## config.mk

```make
export PLATFORM = sky130hd
export DESIGN_NAME = gpb_top
export DESIGN_NICKNAME = d
export VERILOG_FILES = /design/src/hw/gpb_pkg.sv /design/src/hw/gpb_wake_filter.sv /design/src/hw/gpb_top.sv
export SDC_FILE = /design/constraint.sdc
export NUM_CORES = 1
export LEC_CHECK = 0
export ABC_AREA = 1
export BUFFER_PORTS_ARGS = -buffer_cell sky130_fd_sc_hd__buf_2
export CORE_MARGIN = 2
export CORE_UTILIZATION = 57
export CTS_BUF_LIST = sky130_fd_sc_hd__clkbuf_8 sky130_fd_sc_hd__clkbuf_16
export CTS_CLUSTER_SIZE = 25
export DETAILED_ROUTE_END_ITERATION = 6
export GPL_TIMING_DRIVEN = 0
export PLACE_DENSITY = 0.83
export REMOVE_ABC_BUFFERS = 1
export SYNTH_ARGS = -nofsm -noshare
export SYNTH_HDL_FRONTEND = slang
export SYNTH_SLANG_ARGS = --single-unit
```

## constraint.sdc

```tcl
create_clock -name core_clk -period 2.02 [get_ports core_clk]
set_clock_uncertainty 0.1 [all_clocks]
set_input_delay 0.202 -clock core_clk [delete_from_list [all_inputs] [get_ports core_clk]]
set_output_delay 0.202 -clock core_clk [all_outputs]
set_load 0.02 [all_outputs]
```

## src/hw/gpb_pkg.sv

```systemverilog
// package: codes, addresses, resets and timing
package gpb_pkg;
  localparam int NPINS = 8;
  localparam int PIN_BOOT = 5;
  localparam int PIN_SWD = 4;
  localparam int PIN_MISO = 1;
  localparam logic [NPINS-1:0] DBG_PINS = 8'h1D;
  // configuration field codes
  localparam logic [3:0] CFG_ANALOG = 4'h0;
  localparam logic [3:0] CFG_IN_FLOAT = 4'h4;
  localparam logic [3:0] CFG_IN_PULL = 4'h8;
  localparam logic [3:0] CFG_OUT_PP = 4'h1;
  localparam logic [3:0] CFG_OUT_OD = 4'h5;
  localparam logic [3:0] CFG_SWD = 4'h6;
  localparam logic [3:0] CFG_ALT_PP = 4'h9;
  localparam logic [3:0] CFG_ALT_OD = 4'hD;
  localparam logic [3:0] CFG_SLAVE_OUT = 4'hB;
  // register word addresses
  localparam logic [3:0] ADDR_CFG_LO = 4'h0;
  localparam logic [3:0] ADDR_CFG_HI = 4'h1;
  localparam logic [3:0] ADDR_IN = 4'h2;
  localparam logic [3:0] ADDR_OUT = 4'h3;
  localparam logic [3:0] ADDR_SET = 4'h4;
  localparam logic [3:0] ADDR_CLR = 4'h5;
  localparam logic [3:0] ADDR_DBG_CFG = 4'h6;
  localparam logic [3:0] ADDR_DBG_STAT = 4'h7;
  localparam logic [3:0] ADDR_WAKE_EN = 4'h8;
  localparam logic [3:0] ADDR_WAKE_FILT = 4'h9;
  localparam logic [3:0] ADDR_WAKE_SEL = 4'hA;
  localparam logic [3:0] ADDR_WAKE_STAT = 4'hB;
  // field positions
  localparam int DBGCFG_DIS_BIT = 0;
  localparam int DBGCFG_REG_BIT = 1;
  localparam int DBGSTAT_BOOT_BIT = 0;
  localparam int DBGSTAT_MON_BIT = 1;
  localparam int FILT_PINS_BIT = 0;
  localparam int FILT_SC1_BIT = 1;
  localparam int FILT_SC2_BIT = 2;
  localparam int FILT_EXTERNAL_INTERRUPT_D_BIT = 3;
  localparam int NSRC = 4;
  localparam int WSEL_PIN_BIT = 0;
  localparam logic [31:0] CFG_RESET = 32'h44444444;
  localparam logic [1:0] DBGCFG_RESET = 2'h2;
  // timing
  localparam int STARTUP_CLKS = 512;
  localparam int CLK_MHZ = 100;
  localparam int MON_DELAY_MS = 3;
  localparam int MON_DELAY_CYC = MON_DELAY_MS * 1000 * 1000 * CLK_MHZ / 1000;
  localparam int SLOW_KHZ = 10;
  localparam int FILT_SAMPLES = 3;

  typedef enum logic [3:0] {
    GPB_ST_RESET = 4'h1,
    GPB_ST_STARTUP = 4'h2,
    GPB_ST_MONITOR = 4'h4,
    GPB_ST_RUN = 4'h8
  } gpb_boot_state_t;

  typedef struct packed {
    logic [3:0] addr;
    logic [31:0] wdata;
    logic wr;
    logic rd;
  } gpb_bus_req_t;

  typedef struct packed {
    logic [NPINS-1:0] out;
    logic [NPINS-1:0] oe;
    logic [NPINS-1:0] pull_up;
    logic [NPINS-1:0] pull_down;
  } gpb_pad_ctrl_t;
endpackage

```

## src/hw/gpb_wake_filter.sv

```systemverilog
// module: three-sample wake filter on the slow oscillator enable
`timescale 1ns/1ns
module gpb_wake_filter (
  // clock and reset
  input wire logic core_clk,
  input wire logic rst_b,
  // control
  input wire logic slow_tick,
  input wire logic sleep_entry,
  input wire logic filt_en,
  input wire logic level,
  // result
  output logic wake
);
  logic ref_q;
  logic [gpb_pkg::FILT_SAMPLES-1:0] hist_q;
  logic [gpb_pkg::FILT_SAMPLES-1:0] all_diff;

  // reference level captured at sleep entry
  always_ff @(posedge core_clk or negedge rst_b) begin
    if (!rst_b) begin
      ref_q <= 1'b0;
    end else if (sleep_entry) begin
      ref_q <= level;
    end
  end

  // sample history advances only on the slow tick
  always_ff @(posedge core_clk or negedge rst_b) begin
    if (!rst_b) begin
      hist_q <= '0;
    end else if (sleep_entry) begin
      hist_q <= {gpb_pkg::FILT_SAMPLES{level}};
    end else if (slow_tick) begin
      hist_q <= {hist_q[gpb_pkg::FILT_SAMPLES-2:0], level};
    end
  end

  assign all_diff = hist_q ^ {gpb_pkg::FILT_SAMPLES{ref_q}};
  // unfiltered wakes on any change; filtered needs three samples
  assign wake = filt_en ? (&all_diff) : (level != ref_q);
endmodule

```

## src/hw/gpb_top.sv

```systemverilog
// module: pad modes, boot select and wake monitor
// What this block does
// - boot select only after pin or power-on reset
// - boot pin pulled-up input through 512 startup ticks
// - sample boot pin once: high runs, low monitors
// - then boot pin floats
// - boot level held in status bit
// - monitor resamples after 3 ms
// - analog: no driver, no pulls, reads 1
// - floating: no pulls, no driver
// - pulled input: output bit picks pull
// - input sees pin level
// - forced debug owns its four pins
// - serial-wire kept on pin 4
// - output bit drives; atomic set and clear
// - zero sinks; one floats open-drain
// - outputs: no pulls, readback
// - alternate driven by peripheral
// - slave pin gated by select
// - any enabled pin change wakes
// - record pin wake, not which
// - filter: three equal differing samples
// - pin wake needs select; analog never
// - mode codes as listed
// - chip reset defaults
`timescale 1ns/1ns
module gpb_top #(
  parameter int MON_DELAY = gpb_pkg::MON_DELAY_CYC,
  parameter int SLOW_DIV = gpb_pkg::CLK_MHZ * 1000 / gpb_pkg::SLOW_KHZ
) (
  // clock and reset
  input wire logic core_clk,
  input wire logic rst_b,
  // reset cause and startup oscillator
  input wire logic pin_or_por_reset,
  input wire logic fast_rc_oscillator_tick,
  // register port
  input wire gpb_pkg::gpb_bus_req_t bus_req,
  output logic [31:0] bus_rdata,
  // pads
  input wire logic [gpb_pkg::NPINS-1:0] pad_in,
  output gpb_pkg::gpb_pad_ctrl_t pad_ctrl,
  // peripherals
  input wire logic [gpb_pkg::NPINS-1:0] alt_out,
  input wire logic spi_slave_select_n,
  input wire logic dbg_forced_active,
  input wire logic [gpb_pkg::NPINS-1:0] dbg_out,
  input wire logic [gpb_pkg::NPINS-1:0] dbg_oe,
  output logic [gpb_pkg::NPINS-1:0] periph_in,
  output logic swd_keep,
  // power management
  input wire logic sleep_entry,
  input wire logic in_sleep,
  input wire logic serial_controller_1_act,
  input wire logic serial_controller_2_act,
  input wire logic external_interrupt_d,
  output logic wake_event,
  output logic boot_monitor_rom,
  output logic run_program
);
  localparam int SLOW_W = $clog2(SLOW_DIV + 1);
  localparam int MON_W = $clog2(MON_DELAY + 1);
  localparam int ST_W = $clog2(gpb_pkg::STARTUP_CLKS + 1);

  // ****************
  // input synchronisers
  // ****************
  logic [gpb_pkg::NPINS-1:0] s1_q, s2_q, s3_q;
  logic [gpb_pkg::NPINS-1:0] pin_lvl_q;
  // level moves when stages two and three agree
  always_ff @(posedge core_clk or negedge rst_b) begin
    if (!rst_b) begin
      s1_q <= '0;
      s2_q <= '0;
      s3_q <= '0;
      pin_lvl_q <= '0;
    end else begin
      s1_q <= pad_in;
      s2_q <= s1_q;
      s3_q <= s2_q;
      pin_lvl_q <= (s2_q & s3_q) | (pin_lvl_q & (s2_q | s3_q));
    end
  end

  // ****************
  // registers
  // ****************
  logic [31:0] cfg_q;
  logic [gpb_pkg::NPINS-1:0] out_q;
  logic [1:0] dbgcfg_q;
  logic [gpb_pkg::NPINS-1:0] wake_en_q;
  logic [gpb_pkg::NSRC-1:0] filt_q;
  logic wsel_q;
  logic boot_cap_q;
  logic pin_woke_q;
  logic [31:0] rdata_q;
  logic [gpb_pkg::NPINS-1:0] in_view;

  // configuration; no peripheral path
  always_ff @(posedge core_clk or negedge rst_b) begin
    if (!rst_b) begin
      cfg_q <= gpb_pkg::CFG_RESET;
    end else if (bus_req.wr && bus_req.addr == gpb_pkg::ADDR_CFG_LO) begin
      cfg_q[15:0] <= bus_req.wdata[15:0];
    end else if (bus_req.wr && bus_req.addr == gpb_pkg::ADDR_CFG_HI) begin
      cfg_q[31:16] <= bus_req.wdata[15:0];
    end
  end

  // output register with atomic set and clear
  always_ff @(posedge core_clk or negedge rst_b) begin
    if (!rst_b) begin
      out_q <= '0;
    end else if (bus_req.wr) begin
      case (bus_req.addr)
        gpb_pkg::ADDR_OUT: out_q <= bus_req.wdata[gpb_pkg::NPINS-1:0];
        gpb_pkg::ADDR_SET: out_q <= out_q | bus_req.wdata[gpb_pkg::NPINS-1:0];
        gpb_pkg::ADDR_CLR: out_q <= out_q & ~bus_req.wdata[gpb_pkg::NPINS-1:0];
        default: out_q <= out_q;
      endcase
    end
  end

  // debug config; disable refused while debugger active
  always_ff @(posedge core_clk or negedge rst_b) begin
    if (!rst_b) begin
      dbgcfg_q <= gpb_pkg::DBGCFG_RESET;
    end else if (bus_req.wr && bus_req.addr == gpb_pkg::ADDR_DBG_CFG) begin
      dbgcfg_q[gpb_pkg::DBGCFG_REG_BIT] <= bus_req.wdata[gpb_pkg::DBGCFG_REG_BIT];
      dbgcfg_q[gpb_pkg::DBGCFG_DIS_BIT] <= bus_req.wdata[gpb_pkg::DBGCFG_DIS_BIT] & ~dbg_forced_active;
    end
  end

  // wake controls
  always_ff @(posedge core_clk or negedge rst_b) begin
    if (!rst_b) begin
      wake_en_q <= '0;
      filt_q <= '0;
      wsel_q <= 1'b0;
    end else if (bus_req.wr) begin
      if (bus_req.addr == gpb_pkg::ADDR_WAKE_EN) begin
        wake_en_q <= bus_req.wdata[gpb_pkg::NPINS-1:0];
      end
      if (bus_req.addr == gpb_pkg::ADDR_WAKE_FILT) begin
        filt_q <= bus_req.wdata[gpb_pkg::NSRC-1:0];
      end
      if (bus_req.addr == gpb_pkg::ADDR_WAKE_SEL) begin
        wsel_q <= bus_req.wdata[gpb_pkg::WSEL_PIN_BIT];
      end
    end
  end

  // read mux; data stands one cycle after the strobe
  always_ff @(posedge core_clk or negedge rst_b) begin
    if (!rst_b) begin
      rdata_q <= '0;
    end else if (bus_req.rd) begin
      case (bus_req.addr)
        gpb_pkg::ADDR_CFG_LO: rdata_q <= {16'h0000, cfg_q[15:0]};
        gpb_pkg::ADDR_CFG_HI: rdata_q <= {16'h0000, cfg_q[31:16]};
        gpb_pkg::ADDR_IN: rdata_q <= {24'h000000, in_view};
        gpb_pkg::ADDR_OUT: rdata_q <= {24'h000000, out_q};
        gpb_pkg::ADDR_DBG_CFG: rdata_q <= {30'h00000000, dbgcfg_q};
        gpb_pkg::ADDR_DBG_STAT: rdata_q <= {30'h00000000, boot_monitor_rom, boot_cap_q};
        gpb_pkg::ADDR_WAKE_EN: rdata_q <= {24'h000000, wake_en_q};
        gpb_pkg::ADDR_WAKE_FILT: rdata_q <= {28'h0000000, filt_q};
        gpb_pkg::ADDR_WAKE_SEL: rdata_q <= {31'h00000000, wsel_q};
        gpb_pkg::ADDR_WAKE_STAT: rdata_q <= {31'h00000000, pin_woke_q};
        default: rdata_q <= '0;
      endcase
    end else begin
      rdata_q <= '0;
    end
  end
  assign bus_rdata = rdata_q;

  // ****************
  // boot select sequencing
  // ****************
  gpb_pkg::gpb_boot_state_t st_q;
  logic [ST_W-1:0] st_cnt_q;
  logic [MON_W-1:0] mon_cnt_q;
  logic boot_honour_q;

  // reset cause caught after release
  always_ff @(posedge core_clk or negedge rst_b) begin
    if (!rst_b) begin
      st_q <= gpb_pkg::GPB_ST_RESET;
      st_cnt_q <= '0;
      mon_cnt_q <= '0;
      boot_honour_q <= 1'b0;
      boot_cap_q <= 1'b0;
    end else begin
      case (st_q)
        gpb_pkg::GPB_ST_RESET: begin
          boot_honour_q <= pin_or_por_reset;
          st_q <= gpb_pkg::GPB_ST_STARTUP;
        end
        gpb_pkg::GPB_ST_STARTUP: begin
          if (fast_rc_oscillator_tick) begin
            if (st_cnt_q == ST_W'(gpb_pkg::STARTUP_CLKS - 1)) begin
              // single sample; high normal, low monitor
              boot_cap_q <= pin_lvl_q[gpb_pkg::PIN_BOOT];
              if (boot_honour_q && !pin_lvl_q[gpb_pkg::PIN_BOOT]) begin
                st_q <= gpb_pkg::GPB_ST_MONITOR;
              end else begin
                st_q <= gpb_pkg::GPB_ST_RUN;
              end
            end else begin
              st_cnt_q <= st_cnt_q + 1'b1;
            end
          end
        end
        gpb_pkg::GPB_ST_MONITOR: begin
          // second look filters glitches
          if (mon_cnt_q == MON_W'(MON_DELAY - 1)) begin
            if (pin_lvl_q[gpb_pkg::PIN_BOOT]) begin
              st_q <= gpb_pkg::GPB_ST_RUN;
            end
          end else begin
            mon_cnt_q <= mon_cnt_q + 1'b1;
          end
        end
        gpb_pkg::GPB_ST_RUN: st_q <= gpb_pkg::GPB_ST_RUN;
        default: st_q <= gpb_pkg::GPB_ST_RESET;
      endcase
    end
  end
  logic in_startup;
  assign in_startup = (st_q == gpb_pkg::GPB_ST_RESET) || (st_q == gpb_pkg::GPB_ST_STARTUP);
  assign boot_monitor_rom = (st_q == gpb_pkg::GPB_ST_MONITOR) && (mon_cnt_q == MON_W'(MON_DELAY - 1));
  assign run_program = (st_q == gpb_pkg::GPB_ST_RUN);

  // ****************
  // per-pin pad decode
  // ****************
  logic dbg_forced;
  logic swd_mode;
  assign swd_mode = cfg_q[gpb_pkg::PIN_SWD*4 +: 4] == gpb_pkg::CFG_SWD;
  assign dbg_forced = ~dbgcfg_q[gpb_pkg::DBGCFG_DIS_BIT];
  assign swd_keep = dbgcfg_q[gpb_pkg::DBGCFG_DIS_BIT] & swd_mode;

  genvar gi;
  generate
    for (gi = 0; gi < gpb_pkg::NPINS; gi++) begin : g_pin
      logic [3:0] cfg;
      logic analog;
      logic drive;
      logic val;
      logic od;
      logic pull;
      logic dbg_own;
      assign cfg = cfg_q[gi*4 +: 4];
      assign dbg_own = gpb_pkg::DBG_PINS[gi] & (dbg_forced | (gi == gpb_pkg::PIN_SWD && swd_keep));
      assign analog = (cfg == gpb_pkg::CFG_ANALOG) & ~dbg_own;
      always_comb begin
        drive = 1'b0;
        val = 1'b0;
        od = 1'b0;
        pull = 1'b0;
        case (cfg)
          gpb_pkg::CFG_IN_PULL: pull = 1'b1;
          gpb_pkg::CFG_OUT_PP: begin drive = 1'b1; val = out_q[gi]; end
          gpb_pkg::CFG_OUT_OD: begin drive = 1'b1; val = out_q[gi]; od = 1'b1; end
          gpb_pkg::CFG_ALT_PP: begin drive = 1'b1; val = alt_out[gi]; end
          gpb_pkg::CFG_ALT_OD: begin drive = 1'b1; val = alt_out[gi]; od = 1'b1; end
          gpb_pkg::CFG_SLAVE_OUT: begin
            drive = (gi == gpb_pkg::PIN_MISO) && !spi_slave_select_n;
            val = alt_out[gi];
          end
          default: drive = 1'b0;
        endcase
      end
      // registered pad controls; pulls in pulled input, on the boot pin in startup and on undriven debug-owned pins other than the kept serial-wire pin
      always_ff @(posedge core_clk or negedge rst_b) begin
        if (!rst_b) begin
          pad_ctrl.out[gi] <= 1'b0;
          pad_ctrl.oe[gi] <= 1'b0;
          pad_ctrl.pull_up[gi] <= (gi == gpb_pkg::PIN_BOOT);
          pad_ctrl.pull_down[gi] <= 1'b0;
        end else if (gi == gpb_pkg::PIN_BOOT && in_startup) begin
          pad_ctrl.out[gi] <= 1'b0;
          pad_ctrl.oe[gi] <= 1'b0;
          pad_ctrl.pull_up[gi] <= 1'b1;
          pad_ctrl.pull_down[gi] <= 1'b0;
        end else if (dbg_own) begin
          pad_ctrl.out[gi] <= dbg_out[gi];
          pad_ctrl.oe[gi] <= dbg_oe[gi];
          pad_ctrl.pull_up[gi] <= ~dbg_oe[gi] & (gi != gpb_pkg::PIN_SWD || !swd_keep);
          pad_ctrl.pull_down[gi] <= 1'b0;
        end else begin
          pad_ctrl.out[gi] <= val;
          pad_ctrl.oe[gi] <= drive & ~(od & val);
          pad_ctrl.pull_up[gi] <= pull & out_q[gi];
          pad_ctrl.pull_down[gi] <= pull & ~out_q[gi];
        end
      end
      assign in_view[gi] = analog ? 1'b1 : pin_lvl_q[gi];
      assign periph_in[gi] = in_view[gi];
    end
  endgenerate

  // ****************
  // wake monitor
  // ****************
  logic [SLOW_W-1:0] slow_cnt_q;
  logic slow_tick;
  // slow sample enable for the filters
  always_ff @(posedge core_clk or negedge rst_b) begin
    if (!rst_b) begin
      slow_cnt_q <= '0;
    end else if (slow_cnt_q == SLOW_W'(SLOW_DIV - 1)) begin
      slow_cnt_q <= '0;
    end else begin
      slow_cnt_q <= slow_cnt_q + 1'b1;
    end
  end
  assign slow_tick = slow_cnt_q == SLOW_W'(SLOW_DIV - 1);

  logic [gpb_pkg::NPINS-1:0] pin_wake;
  logic [gpb_pkg::NSRC-2:0] src_wake;
  logic [gpb_pkg::NSRC-2:0] src_lvl;
  assign src_lvl = {external_interrupt_d, serial_controller_2_act, serial_controller_1_act};

  generate
    for (gi = 0; gi < gpb_pkg::NPINS; gi++) begin : g_pwake
      gpb_wake_filter u_filt (
        .core_clk(core_clk),
        .rst_b(rst_b),
        .slow_tick(slow_tick),
        .sleep_entry(sleep_entry),
        .filt_en(filt_q[gpb_pkg::FILT_PINS_BIT]),
        .level(in_view[gi]),
        .wake(pin_wake[gi])
      );
    end
    for (gi = 0; gi < gpb_pkg::NSRC - 1; gi++) begin : g_swake
      gpb_wake_filter u_filt (
        .core_clk(core_clk),
        .rst_b(rst_b),
        .slow_tick(slow_tick),
        .sleep_entry(sleep_entry),
        .filt_en(filt_q[gi + gpb_pkg::FILT_SC1_BIT]),
        .level(src_lvl[gi]),
        .wake(src_wake[gi])
      );
    end
  endgenerate

  logic any_pin_wake;
  assign any_pin_wake = in_sleep & wsel_q & |(pin_wake & wake_en_q);
  assign wake_event = any_pin_wake | (in_sleep & |src_wake);

  // sticky, no pin identity; sleep clears, wake wins
  always_ff @(posedge core_clk or negedge rst_b) begin
    if (!rst_b) begin
      pin_woke_q <= 1'b0;
    end else if (any_pin_wake) begin
      pin_woke_q <= 1'b1;
    end else if (sleep_entry) begin
      pin_woke_q <= 1'b0;
    end
  end
endmodule

```

==> results.md <==
Outcome:
- The run finished, with violations left.
- The checks that failed: setup timing.

GRT:
- The via count of the first global-routing pass is 9186.
- The global-route wire length before repair is 44640 um.
- Entering global routing, the biggest net connects 130 pins.
- The initial antenna violation count is 0.
- Summed over all layers, the global routing overflow is 0.
- The overall routing resource usage is 0.2774.

Clocking:
- The clock-pin slew of the registers on the worst-case setup and hold paths is 0.06 ns.
- The maximum root-to-sink buffer count is 3.
- The number of CTS-inserted buffers is 25.
- The clock root buffer master is sky130_fd_sc_hd__clkbuf_16.
- In this run the number of H-tree levels came out at 1.
- The later pin in the worst-skew pair is clocked with a latency of 0.51 ns.
- The clock tree from TritonCTS is done.
- The clock net sink count is 229.

STA:
- For the pin with the worst max-slew slack, the measured transition is 0.7635 ns.
- Static timing analysis puts the maximum clock frequency at 423.2 MHz.
- The final period utilization is 1.170.
- Setup repair after global routing could not meet its margin everywhere.
- The final critical delay including setup and external delays is 2.363 ns.
- The relative slew slack is 0.4910.
- The number of hold violations in the final report is 0.
- Setup violations remaining at the end of the flow were counted as 2.
- The total count of max-transition violations in the final report came to 0.
- For the final routed database, the setup TNS stands at -0.4577 ns.
- The minimum setup slack in the final design is -0.3431 ns.

Critical path:
- The signal on the critical path passes through nor2_4, nand3_4, nand2_4, nand2_1, nand3_1, nand2_1, nand2_1, nor2_1, nand2_1, nand2_2, nand2_2, buf_6.
- The slowest cell on the critical path is sky130_fd_sc_hd__dfstp_2.
- In this run the worst setup path begins at cfg_q[14].
- Data on the critical path is required at its endpoint by 1.72 ns.
- The delay of the slowest cell on the worst path is 0.59 ns.
- The critical path ends at wake_event.
- The endpoint of the lowest-slack register-to-register path is pad_ctrl[28].
- The highest fanout seen on the critical path is 4.
- The startpoint of the most critical register-to-register path is out_q[4].
- The most numerous cell type found on the critical path is sky130_fd_sc_hd__nand2_1.
- At the worst endpoint, the arrival time is 2.06 ns.
- The depth of the worst register-to-register path is 5.
- The category of the worst setup path capture point is a primary output.
- The type of the setup path with the least slack is register to primary output.
- The startpoint type of the worst setup path is a register.
- The setup slack of the worst register-to-register path is 0.08 ns.

Floorplanning:
- The floorplan step defined a core boundary enclosing 18520 um2.
- The initial utilization of the core area, before any placement, comes to 0.5763.
- The die outline area is 19830 um2.
- The row count is 50.
- The die is 140.8 um tall.
- Pin placement for this block handled 157 I/O pins.
- The floorplan step set the die width to 140.8 um.

Layout:
- The cell area after layout is 13190 um2.
- Leaving out fill and tap cells, the most frequent cells in the layout are sky130_fd_sc_hd__nand2_1, sky130_fd_sc_hd__dfrtp_1, sky130_fd_sc_hd__inv_1, sky130_fd_sc_hd__buf_2, sky130_fd_sc_hd__o21ai_0.
- The count of nets after finishing is 1501.
- The antenna diode count is 0.
- The fraction of layout instances using a drive strength above 1 is 0.2125.
- Compared with the post-synthesis result, the final layout area differs by 23.55%.
- The layout filler cell count is 1254.
- The most frequent standard cell in the layout excluding fill and tap cells is sky130_fd_sc_hd__nand2_1.

Place:
- The post-placement cell area is 11290 um2.
- The count of buffers added on input and output ports is 116.
- The placed wire-length estimate after detailed placement is 17370 um.
- At the end of routability-driven placement, the weighted congestion stood at 0.8756.

Drt:
- The count of nets left with antenna violations once routing finished came out at 0.
- After the first detailed-routing iteration, the DRC count stood at 1176.
- The final wirelength is 29030 um.
- In the routed design, unresolved DRC markers number 0.
- The number of vias per cell is 5.761.
- The detailed-route wire length per cell is 17.39 um.
- The via count of the routed design is 9615.
- The first TritonRoute pass finished after 6 iterations.

Synth:
- The simple-gate area share of the yosys netlist is 0.2214.
- The compound-gate portion of the synthesized area is 0.1114.
- The fraction of post-synthesis cell area in the top cell type by area is 0.5112.
- After synthesis, the largest family of logic cells by area is simple AND/OR/NAND/NOR gates.
- The total of flip-flops plus latches after synthesis is 229.
- The number of warnings issued by yosys is 0.
- The share of the Yosys chip area taken by registers is 0.5383.
- Summing every instance area after synthesis gives 10670 um2.
- The share of async-settable or async-resettable flops after synthesis is 1.000.
- The portion of netlist area occupied by mux cells is 0.
- The most frequently used flop master after synthesis is sky130_fd_sc_hd__dfrtp_1.
- The cell count after synthesis is 1226.
- Yosys attributes the largest share of cell area to sky130_fd_sc_hd__dfrtp_1, sky130_fd_sc_hd__nand2_1, sky130_fd_sc_hd__inv_1.
- Of the total synthesized cell area, the portion taken by XOR and XNOR cells is 0.02626.
- Averaged over all synthesized cells, the footprint is 8.704 um2.
- sky130_fd_sc_hd__dfrtp_1 takes more of the synthesized area than any other cell.
- Counting flops with a built-in enable in the synthesized netlist gives 0.
- The fraction of the mapped netlist area in adder cells is 0.01102.
- The distinct cell type count of the synthesized netlist is 55.

Power and ir drop:
- Power comes to 12.69 mW.
- The worst supply voltage drop on vdd is 0.0007997 V.
- The static leakage is 6.397 nW.
- The total power density per cell area is 962.8 nW/um2.

Worst hold path:
- The tightest min-delay check is of the input pin to register type.

Run:
- Max-cap violations in this run came to 0.
metrics by stage:
stage          instances  worst slack [ns]  utilization  hold WS [ns]
4_1_cts             1649           -0.3535       0.6937      0.002759
5_1_grt             1669           -0.3907       0.7120       0.03481
3_5_place_dp        1542           -0.4520       0.6099        0.1962
6_report            1669           -0.3431       0.7120       0.02548
2_1_floorplan       1191            0.2024            -       -0.1936
3_3_place_gp        1541            -3.138       0.6079        0.2095
worst max-delay path, delay by kind of cell (launching register included):
family,cells,cell delay (ns)
buffers and inverters,1,0.12
flip-flops,1,0.59
AND/OR/NAND/NOR,11,0.82
state kept, by name, indices dropped and copies added, names as in the netlist, 8 cells and up:
name                   cells
g_swake.u_filt.hist_q      9
pin_lvl_q                  8
wake_en_q                  8
cfg_q                     32
mon_cnt_q                 19
g_pwake.u_filt.ref_q       8
pad_ctrl                  32
g_pwake.u_filt.hist_q     24
slow_cnt_q                14
st_cnt_q                  10
s2_q                       8
bus_rdata                 16
s3_q                       8
out_q                      8
s1_q                       8
Yosys cell counts (8+ instances only):
master,count
sky130_fd_sc_hd__xor2_1,28
sky130_fd_sc_hd__dfrtp_1,218
sky130_fd_sc_hd__nand3_1,77
sky130_fd_sc_hd__buf_4,26
sky130_fd_sc_hd__nand4_1,25
sky130_fd_sc_hd__dfstp_2,11
sky130_fd_sc_hd__o21ai_1,15
sky130_fd_sc_hd__maj3_1,8
sky130_fd_sc_hd__nor3_1,24
sky130_fd_sc_hd__nand2_1,289
sky130_fd_sc_hd__o21ai_0,93
sky130_fd_sc_hd__clkbuf_1,11
sky130_fd_sc_hd__a21oi_1,37
sky130_fd_sc_hd__inv_1,156
sky130_fd_sc_hd__nor4_1,9
sky130_fd_sc_hd__nor2_1,85
sky130_fd_sc_hd__o211ai_2,10
sky130_fd_sc_hd__o22ai_1,16
how the worst min path moves through the flow:
stage                     from           end  cells after the start
finish              bus_req[4]     filt_q[2]                      3
global route        bus_req[4]      out_q[2]                      3
CTS                 bus_req[4]      cfg_q[2]                      3
detailed placement       rst_b  pad_ctrl[27]                      1
global placement     pad_in[3]       s1_q[3]                      1
floorplan                rst_b    boot_cap_q                      0
per-layer routing:
layer / wire length, um / global-route usage / vias up
met4: 1183 / 0.1089 / 0
met1: 11260 / 0.3677 / 4593
met5: 0 / 0 / -
met3: 2725 / 0.05027 / 113
met2: 13870 / 0.4580 / 562
li1: - / - / 4347
power by group:
group	leakage [nW]	switching, mW	internal (mW)
clock	0.427	1.82	2.78
sequential	2.85	0.567	5.18
combinational	3.12	1.47	0.879
total	6.40	3.86	8.84
area by class of cell:
cell class / count / area (um2) / share of cell area
clock buffer: 29 / 680.7 / 0.05162
clock inverter: 16 / 156.4 / 0.01186
inverter: 166 / 635.6 / 0.04821
multi-input combinational: 796 / 4267 / 0.3236
sequential: 229 / 5764 / 0.4372
tap: 234 / 292.8 / 0.02221
timing repair buffer: 199 / 1389 / 0.1053
cell families (layout without fill, tap and decap cells):
logic type               Yosys count  after routing
other                              1             16
flip-flops                       229            229
XOR/XNOR                          32             32
adder cells (fa/ha/maj)           11             11
AND/OR/NAND/NOR                  535            535
AO/OA/AOI/OAI                    202            202
buffers and inverters            216            410
timing repair:
action / CTS / global route
gates cloned: 0 / 0
buffers inserted: 9 / 20
gates resized for setup: 36 / 52
setup endpoints to repair: 23 / 34
hold endpoints to repair: 180 / 0
hold buffers: 53 / 0
pin swaps: 7 / 19
No activity file was read; power rests on OpenSTA's default activity.
